[src/dprc_defs.vh]
// Shared constants of the digital ratio control block.
// Summary of operation
// - Divide reference by two-bit divider select.
// - Hybrid mode measures reference against synthesized output.
// - Convert ratio to internal clock relative value.
// - Three-bit select sets minimum loop bandwidth.
// - Jitter below corner passes, above attenuated.
// - Wide bandwidth while acquiring, minimum once locked.
// - Ratios are 32-bit unsigned fixed point.
// - Ratio format is 12 integer, 20 fraction.
// - Four ratios held in one-time storage.
// - Mode pins select the active ratio.
// - Internal dividers compensated automatically.
// - N from stored ratio or loop output.
// - Pin code picks modal set; globals shared.
`ifndef DPRC_DEFS_VH
`define DPRC_DEFS_VH

// Ratio word layout, 12.20 unsigned.
`define DPRC_RATIO_W 32
`define DPRC_FRAC_BITS 20
`define DPRC_INT_MSB 31
`define DPRC_INT_LSB 20
// Number of stored ratio slots and slot address width.
`define DPRC_SLOTS 4
`define DPRC_SLOT_W 2
// Reset value of the frequency word.
`define DPRC_FRAC_N_RST 32'h0000_0000
// Measurement window in internal clock ticks, as a power of two.
`define DPRC_WIN_BITS 12
// Edge counter width per window.
`define DPRC_CNT_W 16
// Loop gain shifts: acquisition and locked base.
`define DPRC_ACQ_SHIFT 6'h0C
`define DPRC_LOCK_SHIFT_BASE 6'h0D
// Highest bandwidth code, 128 Hz.
`define DPRC_BW_MAX 3'h7
// Lock tolerance on the scaled error, two output edges.
`define DPRC_LOCK_TOL 50'h0_0000_0020_0000
// Consecutive good windows counted before lock; the next good window declares it.
`define DPRC_LOCK_WINDOWS 3'h4

`endif

[src/dprc_pin_sync.v]
// Three-stage pin synchroniser with agreement filter.
`timescale 1ns/1ps
module dprc_pin_sync #(
  parameter W = 1
) (
  input wire mclk_i,
  input wire nrst_i,
  input wire clk_en_i,
  input wire [W-1:0] pin_i,
  output reg [W-1:0] level_o
);

  // Synchroniser stages; stage one feeds only stage two.
  reg [W-1:0] s1_reg;
  reg [W-1:0] s2_reg;
  reg [W-1:0] s3_reg;
  integer i;

  // A bit's new level counts only once stages two and three agree.
  always @(posedge mclk_i) begin
    if (!nrst_i) begin
      s1_reg <= {W{1'b0}};
      s2_reg <= {W{1'b0}};
      s3_reg <= {W{1'b0}};
      level_o <= {W{1'b0}};
    end else if (clk_en_i) begin
      s1_reg <= pin_i;
      s2_reg <= s1_reg;
      s3_reg <= s2_reg;
      for (i = 0; i < W; i = i + 1) begin
        if (s2_reg[i] == s3_reg[i]) begin
          level_o[i] <= s3_reg[i];
        end
      end
    end
  end

endmodule // dprc_pin_sync

[src/dprc_ratio_ctrl.v]
// Top of the ratio control: divider, ratio selection and digital loop.
`timescale 1ns/1ps
`include "dprc_defs.vh"
module dprc_ratio_ctrl (
  input wire mclk_i,
  input wire nrst_i,
  input wire clk_en_i,
  // Global settings, fixed for every pin code.
  input wire [1:0] reference_divider_select_i,
  input wire [2:0] min_loop_bandwidth_select_i,
  // Programming strap and write port for the one-time store.
  input wire prog_mode_i,
  input wire prog_we_i,
  input wire [`DPRC_SLOT_W-1:0] prog_addr_i,
  input wire [`DPRC_RATIO_W-1:0] prog_ratio_i,
  input wire prog_hybrid_i,
  // Pins from outside the clock domain.
  input wire [1:0] mode_select_i,
  input wire freq_ref_i,
  input wire synth_out_i,
  // Results.
  output reg internal_timing_clock_en_o,
  output reg [`DPRC_RATIO_W-1:0] frac_n_o,
  output reg locked_o,
  output reg wide_bw_o,
  output reg hybrid_active_o,
  output reg [`DPRC_SLOT_W-1:0] active_slot_o
);

  ////////////////////////////////////////////////////////////////////////////
  // Functions.

  // Unsigned ratio times an edge count; never sign-extended.
  function [47:0] mul_ratio;
    input [31:0] ratio;
    input [15:0] count;
    begin
      mul_ratio = ratio * count;
    end
  endfunction

  // Saturating increment of an edge counter.
  function [15:0] sat_inc;
    input [15:0] value;
    begin
      if (value == 16'hFFFF) begin
        sat_inc = value;
      end else begin
        sat_inc = value + 16'h0001;
      end
    end
  endfunction

  ////////////////////////////////////////////////////////////////////////////
  // Declarations.

  // Loop phases.
  localparam PH_SEED = 1'b0;
  localparam PH_TRACK = 1'b1;

  // Synchronised pin levels.
  wire [1:0] mode_lvl;
  wire ref_lvl;
  wire syn_lvl;
  // Stored ratio and modal source for the active slot.
  wire [31:0] ratio_q;
  wire hybrid_q;
  // Strap captured after reset release; opens programming.
  reg prog_open_reg;
  reg strap_done_reg;
  // Reference divider counter and tick.
  reg [2:0] div_cnt_reg;
  reg sys_tick_reg;
  // Previous levels for edge detection.
  reg ref_prev_reg;
  reg syn_prev_reg;
  // Window counter and per-window edge counts.
  reg [`DPRC_WIN_BITS-1:0] win_cnt_reg;
  reg [15:0] ref_cnt_reg;
  reg [15:0] syn_cnt_reg;
  // Loop state.
  reg phase_reg;
  reg [2:0] good_cnt_reg;
  reg [1:0] slot_reg;
  reg restart_reg;
  // Combinational loop arithmetic.
  reg [47:0] prod;
  reg signed [49:0] err;
  reg signed [49:0] corr;
  reg signed [49:0] sum;
  reg [49:0] err_mag;
  reg [5:0] shift;
  reg [31:0] seed;
  reg [31:0] frac_next;
  reg err_ok;
  wire ref_edge;
  wire syn_edge;
  wire win_end;
  wire [2:0] div_last;

  ////////////////////////////////////////////////////////////////////////////
  // Pin synchronisers and the ratio store.

  // Mode pins pass the three-stage filter before selecting a slot.
  dprc_pin_sync #(.W(2)) u_mode_sync (
    .mclk_i(mclk_i),
    .nrst_i(nrst_i),
    .clk_en_i(clk_en_i),
    .pin_i(mode_select_i),
    .level_o(mode_lvl)
  );

  // Frequency reference and synthesized feedback are both pins.
  dprc_pin_sync #(.W(2)) u_clk_sync (
    .mclk_i(mclk_i),
    .nrst_i(nrst_i),
    .clk_en_i(clk_en_i),
    .pin_i({freq_ref_i, synth_out_i}),
    .level_o({ref_lvl, syn_lvl})
  );

  dprc_ratio_store u_store (
    .mclk_i(mclk_i),
    .nrst_i(nrst_i),
    .clk_en_i(clk_en_i),
    .prog_open_i(prog_open_reg),
    .prog_we_i(prog_we_i),
    .prog_addr_i(prog_addr_i),
    .prog_ratio_i(prog_ratio_i),
    .prog_hybrid_i(prog_hybrid_i),
    .rd_addr_i(mode_lvl),
    .rd_ratio_o(ratio_q),
    .rd_hybrid_o(hybrid_q)
  );

  ////////////////////////////////////////////////////////////////////////////
  // Programming strap.

  // store sealed at runtime when strapped low
  // The strap is caught on the first enabled edge after reset, so a later
  // change of the pin cannot reopen the store while the part runs.
  always @(posedge mclk_i) begin
    if (!nrst_i) begin
      prog_open_reg <= 1'b0;
      strap_done_reg <= 1'b0;
    end else if (clk_en_i && !strap_done_reg) begin
      prog_open_reg <= prog_mode_i;
      strap_done_reg <= 1'b1;
    end
  end

  ////////////////////////////////////////////////////////////////////////////
  // Reference divider.

  // Divide ratios are 1, 2, 4 and 8; the count wraps at the last value.
  assign div_last = (3'h1 << reference_divider_select_i) - 3'h1;

  always @(posedge mclk_i) begin
    if (!nrst_i) begin
      div_cnt_reg <= 3'h0;
      sys_tick_reg <= 1'b0;
      internal_timing_clock_en_o <= 1'b0;
    end else if (clk_en_i) begin
      if (div_cnt_reg >= div_last) begin
        div_cnt_reg <= 3'h0;
        sys_tick_reg <= 1'b1;
      end else begin
        div_cnt_reg <= div_cnt_reg + 3'h1;
        sys_tick_reg <= 1'b0;
      end
      internal_timing_clock_en_o <= (div_cnt_reg >= div_last);
    end
  end

  ////////////////////////////////////////////////////////////////////////////
  // Edge counting over a window of internal clock ticks.

  assign ref_edge = ref_lvl & ~ref_prev_reg;
  assign syn_edge = syn_lvl & ~syn_prev_reg;
  assign win_end = sys_tick_reg && (win_cnt_reg == {`DPRC_WIN_BITS{1'b1}});

  // count reference and output
  // Edges are counted on the fast clock; the window length is in divided
  // ticks so the count scales with the divider, which the seed undoes.
  always @(posedge mclk_i) begin
    if (!nrst_i) begin
      ref_prev_reg <= 1'b0;
      syn_prev_reg <= 1'b0;
      win_cnt_reg <= 12'h000;
      ref_cnt_reg <= 16'h0000;
      syn_cnt_reg <= 16'h0000;
    end else if (clk_en_i) begin
      ref_prev_reg <= ref_lvl;
      syn_prev_reg <= syn_lvl;
      if (restart_reg || win_end) begin
        // A fresh window starts after each result or a slot change.
        win_cnt_reg <= 12'h000;
        ref_cnt_reg <= 16'h0000;
        syn_cnt_reg <= 16'h0000;
      end else begin
        if (sys_tick_reg) begin
          win_cnt_reg <= win_cnt_reg + 12'h001;
        end
        if (ref_edge) begin
          ref_cnt_reg <= sat_inc(ref_cnt_reg);
        end
        if (syn_edge) begin
          syn_cnt_reg <= sat_inc(syn_cnt_reg);
        end
      end
    end
  end

  ////////////////////////////////////////////////////////////////////////////
  // Loop arithmetic.

  // error scaled by fraction bits
  // The error compares output edges, scaled by 2^20, with ratio times
  // reference edges, so a zero error means the 12.20 ratio is met.
  always @* begin
    prod = mul_ratio(ratio_q, ref_cnt_reg);
    err = $signed({14'h0000, syn_cnt_reg, 20'h0_0000}) - $signed({2'h0, prod});
    err_mag = err[49] ? (50'h0 - err) : err;
    err_ok = (err_mag < `DPRC_LOCK_TOL);
    if (locked_o) begin
      shift = `DPRC_LOCK_SHIFT_BASE + {3'h0, `DPRC_BW_MAX - min_loop_bandwidth_select_i};
    end else begin
      shift = `DPRC_ACQ_SHIFT;
    end
    // integrating loop filter
    // The shift sets the corner: slow wander follows the input, faster
    // jitter is averaged out over many windows.
    corr = err >>> shift;
    sum = $signed({18'h0_0000, frac_n_o}) + corr;
    if (sum[49]) begin
      frac_next = 32'h0000_0000;
    end else if (|sum[48:32]) begin
      frac_next = 32'hFFFF_FFFF;
    end else begin
      frac_next = sum[31:0];
    end
    // divider compensated in seed
    // Seed = ratio times reference edges per window, over the window
    // length and the divide ratio; saturates rather than wraps.
    if (|prod[47:44]) begin
      seed = 32'hFFFF_FFFF;
    end else begin
      seed = prod[43:12] >> reference_divider_select_i;
    end
  end

  ////////////////////////////////////////////////////////////////////////////
  // Slot selection and loop control.

  // N source per modal set
  // The store is addressed by the agreed pin code, so on the switch edge it
  // already reads the new slot and the restart step latches the new source
  // bit; lock drops and the loop reseeds. Stored values are only read here.
  always @(posedge mclk_i) begin
    if (!nrst_i) begin
      slot_reg <= 2'h0;
      restart_reg <= 1'b1;
      phase_reg <= PH_SEED;
      good_cnt_reg <= 3'h0;
      frac_n_o <= `DPRC_FRAC_N_RST;
      locked_o <= 1'b0;
      wide_bw_o <= 1'b1;
      hybrid_active_o <= 1'b0;
      active_slot_o <= 2'h0;
    end else if (clk_en_i) begin
      wide_bw_o <= ~locked_o;
      active_slot_o <= slot_reg;
      if (mode_lvl != slot_reg) begin
        // New pin code: switch slot and drop lock; N holds until the next window.
        slot_reg <= mode_lvl;
        restart_reg <= 1'b1;
        phase_reg <= PH_SEED;
        good_cnt_reg <= 3'h0;
        locked_o <= 1'b0;
      end else if (restart_reg) begin
        restart_reg <= 1'b0;
        hybrid_active_o <= hybrid_q;
      end else if (win_end) begin
        if (!hybrid_active_o) begin
          // Synthesizer mode: the stored ratio goes out unchanged.
          frac_n_o <= ratio_q;
          if (good_cnt_reg == `DPRC_LOCK_WINDOWS) begin
            locked_o <= 1'b1;
          end else begin
            good_cnt_reg <= good_cnt_reg + 3'h1;
          end
        end else if (ref_cnt_reg == 16'h0000) begin
          // No reference edges: hold N and fall back to acquisition.
          phase_reg <= PH_SEED;
          good_cnt_reg <= 3'h0;
          locked_o <= 1'b0;
        end else if (phase_reg == PH_SEED) begin
          frac_n_o <= seed;
          phase_reg <= PH_TRACK;
        end else begin
          frac_n_o <= frac_next;
          // Lock needs several good windows in a row; one bad one clears it.
          if (!err_ok) begin
            good_cnt_reg <= 3'h0;
            locked_o <= 1'b0;
          end else if (good_cnt_reg == `DPRC_LOCK_WINDOWS) begin
            locked_o <= 1'b1;
          end else begin
            good_cnt_reg <= good_cnt_reg + 3'h1;
          end
        end
      end
    end
  end

endmodule // dprc_ratio_ctrl

[src/dprc_ratio_store.v]
// One-time-programmable store for four ratios and their modal source bits.
`timescale 1ns/1ps
`include "dprc_defs.vh"
module dprc_ratio_store (
  input wire mclk_i,
  input wire nrst_i,
  input wire clk_en_i,
  input wire prog_open_i,
  input wire prog_we_i,
  input wire [`DPRC_SLOT_W-1:0] prog_addr_i,
  input wire [`DPRC_RATIO_W-1:0] prog_ratio_i,
  input wire prog_hybrid_i,
  input wire [`DPRC_SLOT_W-1:0] rd_addr_i,
  output reg [`DPRC_RATIO_W-1:0] rd_ratio_o,
  output reg rd_hybrid_o
);

  // Ratio words, one per slot, with the modal source bit.
  reg [`DPRC_RATIO_W-1:0] ratio_mem [0:`DPRC_SLOTS-1];
  reg [`DPRC_SLOTS-1:0] hybrid_mem;
  // Fuse bits: a slot once written cannot change again until reset clears the fuses.
  reg [`DPRC_SLOTS-1:0] fused_reg;

  // one-time slot write
  // Fuses model the one-time cells; the contents survive reset as real cells do.
  always @(posedge mclk_i) begin
    if (!nrst_i) begin
      rd_ratio_o <= `DPRC_FRAC_N_RST;
      rd_hybrid_o <= 1'b0;
    end else if (clk_en_i) begin
      if (prog_open_i && prog_we_i && !fused_reg[prog_addr_i]) begin
        ratio_mem[prog_addr_i] <= prog_ratio_i;
        hybrid_mem[prog_addr_i] <= prog_hybrid_i;
      end
      rd_ratio_o <= ratio_mem[rd_addr_i];
      rd_hybrid_o <= hybrid_mem[rd_addr_i];
    end
  end

  // Fuse state is cleared only by reset of the model, standing for a blank part.
  always @(posedge mclk_i) begin
    if (!nrst_i) begin
      fused_reg <= 4'h0;
    end else if (clk_en_i && prog_open_i && prog_we_i) begin
      fused_reg[prog_addr_i] <= 1'b1;
    end
  end

endmodule // dprc_ratio_store

[config.mk]
export PLATFORM = sky130hd
export DESIGN_NAME = dprc_ratio_ctrl
export DESIGN_NICKNAME = d
export VERILOG_FILES = /design/src/dprc_pin_sync.v /design/src/dprc_ratio_ctrl.v /design/src/dprc_ratio_store.v
export VERILOG_INCLUDE_DIRS = /design/src /design/src/src
export SDC_FILE = /design/constraint.sdc
export NUM_CORES = 2
export LEC_CHECK = 0
export ABC_AREA = 1
export BUFFER_PORTS_ARGS = -buffer_cell sky130_fd_sc_hd__buf_2
export CAP_MARGIN = 5
export CORE_MARGIN = 4
export CORE_UTILIZATION = 45
export CTS_BUF_LIST = sky130_fd_sc_hd__clkbuf_4 sky130_fd_sc_hd__clkbuf_8
export CTS_CLUSTER_SIZE = 40
export DETAILED_ROUTE_END_ITERATION = 10
export SLEW_MARGIN = 20
export SYNTH_ARGS = -nofsm -noshare
export SYNTH_HDL_FRONTEND = slang
export SYNTH_SLANG_ARGS = --single-unit
[constraint.sdc]
create_clock -name mclk_i -period 12.2 [get_ports mclk_i]
set_input_delay 1.83 -clock mclk_i [delete_from_list [all_inputs] [get_ports mclk_i]]
set_output_delay 1.83 -clock mclk_i [all_outputs]
set_load 0.05 [all_outputs]
==> run metrics <==
status=finished clean; Die Area=a little over 0.09 mm2; Post-synth EDFFs=~130; worst reg2reg setup slack=approximately 0.63 ns; startpoint types=flip-flop; Max VDD drop=0.109 mV; first-pass GRT wire length=204000 um; worst hold margin=between 0.4 and 0.5 ns; ant diodes=0; CTS Buf Count=50; CP endpoint kind=flip-flop; largest fanout on the critical path=8; CTS tree=built; Synth Instances=around 5600; drt pass-1 iters=5; Layout Nets=~6400; synth top area cells=fa_1, nand2_1, inv_1, edfxtp_1, dfxtp_1; crit path buf inv count=17; worst clock skew=about 0.047 ns; crit path to=frac_n_o[24]; flops & latches, synth=roughly 280; FP Rows=~110; Crit path required time=roughly 13 ns; post-route ant nets=0; Filler cells=8846; Setup-failing EPs final=0; syn_nets=6291; Worst Path Class, Setup=reg -> reg; Chip Height=between 300 and 400 um; post-DR wirelength/cell=19.1 um; # DRC=0; Final Hold Viols=0; Multi-input gate area=approximately 0.028 mm2; antenna violations before repair=0; area leader, netlist=fa_1; CTS sink cnt=about 280; Leakage=about 22 nW; overall power consumption=3.15 mW; CTS max path bufs=3; Total GRT Usage=27.9%; via count=approximately 37000; Non-Filler Instances=~6900; hpwl dp=between 100000 and 150000 um; Arr. time, crit path=12.09 ns; crit path launch=mul_ratio.count[6]; CTS clk-pin slew, worst paths=roughly 0.070 ns; top achievable clock speed=about 86 MHz; Clock Latency Late Sink=~0.7 ns; Die X=a little over 300 um; Starting Density=45.5%; sequential-to-total area share from yosys stat=17.6%; Crit path max-delay family=adder cells; Critical R2R Capture=frac_n_o[24]; ys flop type=dfxtp_1; port buffer count=86; worst-margin pin slew=1.05 ns; Final period util=between 90% and 100%; root buffer cell=clkbuf_8; Post-Route WL=132000 um; worst hold path type=reg -> reg; Largest regs=u_store.ratio_mem (128), frac_n_o (32), u_store.rd_ratio_o (32); Final min period=11.57 ns; Yosys warning count=0; cell area after synthesis=approximately 0.039 mm2; worst r2r path cells=70; register area=approximately 0.0070 mm2; fraction of layout cells with a size suffix above 1=between 10% and 20%; core footprint=0.0869 mm2; Worst slew margin=between 20% and 30%; P&R area growth vs syn=11.5%; RR Startpoint=mul_ratio.count[6]; PD cells=approximately 71 mW/mm2; DRT iter0 DRCs=about 3000; vias in the first global route=~36000; Synth top area share=roughly a fifth; max FFs per register=128; critical path depth=70; max-cap violations=0; Post-Syn Area per Cell=around 7 um2; largest net degree at the start of global routing=between 70 and 80; H-tree level count=2; # IOs=87; grt total ovfl=0; GPL Wtd Cong=between 0.9 and 1; CP peak stage delay=roughly 0.56 ns; Final Core Density=about half; placed insts=approximately 7000; max-slew violation count=0; CP max stage cell=fa_1; synth unique cells=67; register with the most flip-flops=u_store.ratio_mem; drt via density=around 5.3; asr flop ratio synth=0%
==> cell type report <==
type | instances | share of cell area [%]
Clock buffer | 68 | 1.93
Clock inverter | 22 | 0.585
Inverter | 1117 | 9.52
Multi-Input combinational cell | 3979 | 63.0
Sequential cell | 281 | 15.9
Tap cell | 1155 | 3.28
Timing Repair Buffer | 315 | 5.82
==> stage by stage <==
| step | setup slack (ns) | cell area (um2) | TNS (ns) |
|---|---|---|---|
| 5_1_grt | -0.0634 | 44000 | -1.05 |
| 2_1_floorplan | 0.762 | 39500 | 0 |
| 4_1_cts | 0.0226 | 42900 | 0 |
| 6_report | 0.634 | 44000 | 0 |
| 3_5_place_dp | -0.0545 | 41800 | -0.982 |
| 3_3_place_gp | 0.101 | 41800 | 0 |
==> synth_stat cells (all sizes together) (32+ instances only) <==
library cell	instances
a21oi	204
a221oi	32
buf	76
clkbuf	187
dfxtp	149
edfxtp	132
fa	419
ha	176
inv	1110
nand2	1579
nand3	364
nand4	62
nor2	481
nor3	54
o21ai	340
o22ai	36
xnor2	38
xor2	63
==> worst min path at each step <==
| stage | start | to | slack (ns) | cells past startpoint |
|---|---|---|---|---|
| finish | ref_prev_reg | ref_prev_reg | 0.46 | 2 |
| global route | ref_prev_reg | ref_prev_reg | 0.49 | 2 |
| CTS | ref_prev_reg | ref_prev_reg | 0.46 | 2 |
| detailed placement | ref_prev_reg | ref_prev_reg | 0.45 | 2 |
| floorplan | ref_prev_reg | ref_prev_reg | 0.43 | 2 |
| global placement | syn_prev_reg | syn_prev_reg | 0.45 | 2 |
==> worst register-to-register path, delay by kind of cell (launching register included) <==
| kind | cells | cell delay (ns) |
|---|---|---|
| flip-flops | 1 | 0.41 |
| buffers and inverters | 17 | 1.62 |
| XOR/XNOR | 1 | 0.16 |
| AO/OA/AOI/OAI | 14 | 1.89 |
| AND/OR/NAND/NOR | 29 | 3.09 |
| adder cells (fa/ha/maj) | 9 | 4.20 |
==> placed cells by master (no fill, tap or decap), types with 53 or more instances in the layout <==
master	count
a21oi_1	148
a21oi_2	53
buf_2	86
buf_4	189
clkbuf_8	54
dfxtp_1	127
edfxtp_1	132
fa_1	418
ha_1	149
inv_1	1076
nand2_1	1406
nand2_2	154
nand3_1	308
nand3_2	56
nand4_1	58
nor2_1	403
nor2_2	54
o21ai_0	313
xor2_1	57
==> logic make-up (layout without fill, tap and decap cells) <==
| kind of cell | count (synthesis) | in the layout | share of synthesized area [%] |
|---|---|---|---|
| xor gates and xnor gates | 101 | 101 | 2.26 |
| and+or+nand+nor | 2574 | 2574 | 28.8 |
| DFF | 281 | 281 | 17.6 |
| buffers and inverters | 1387 | 1522 | 14.1 |
| muxes | 13 | 13 | 0.329 |
| AOI/OAI and AO/OA | 696 | 696 | 10.1 |
| adders and majority gates | 595 | 595 | 26.8 |
==> what timing repair did <==
action,in CTS,in global routing
pin swaps,0,32
hold buffers,0,0
setup endpoints to repair,27,32
gates cloned,0,6
setup buffers,0,21
resized for setup,6,213
==> report_power, final <==
group          switching, mW  internal (mW)  total (mW)
Clock                  0.451          0.562        1.01
Sequential            0.0202          0.999        1.02
Combinational          0.748          0.366        1.11
Total                   1.22           1.93        3.15
==> layer usage <==
metal / part of all wire (%) / wire length [um] / global-route usage, %
met1: 41 / 54800 / 35.8
met2: 48 / 63100 / 47.8
met3: 5.9 / 7860 / 3.27
met4: 5.0 / 6610 / 11.7
met5: 0 / 0 / 0
(Power assumes the default switching activity.)
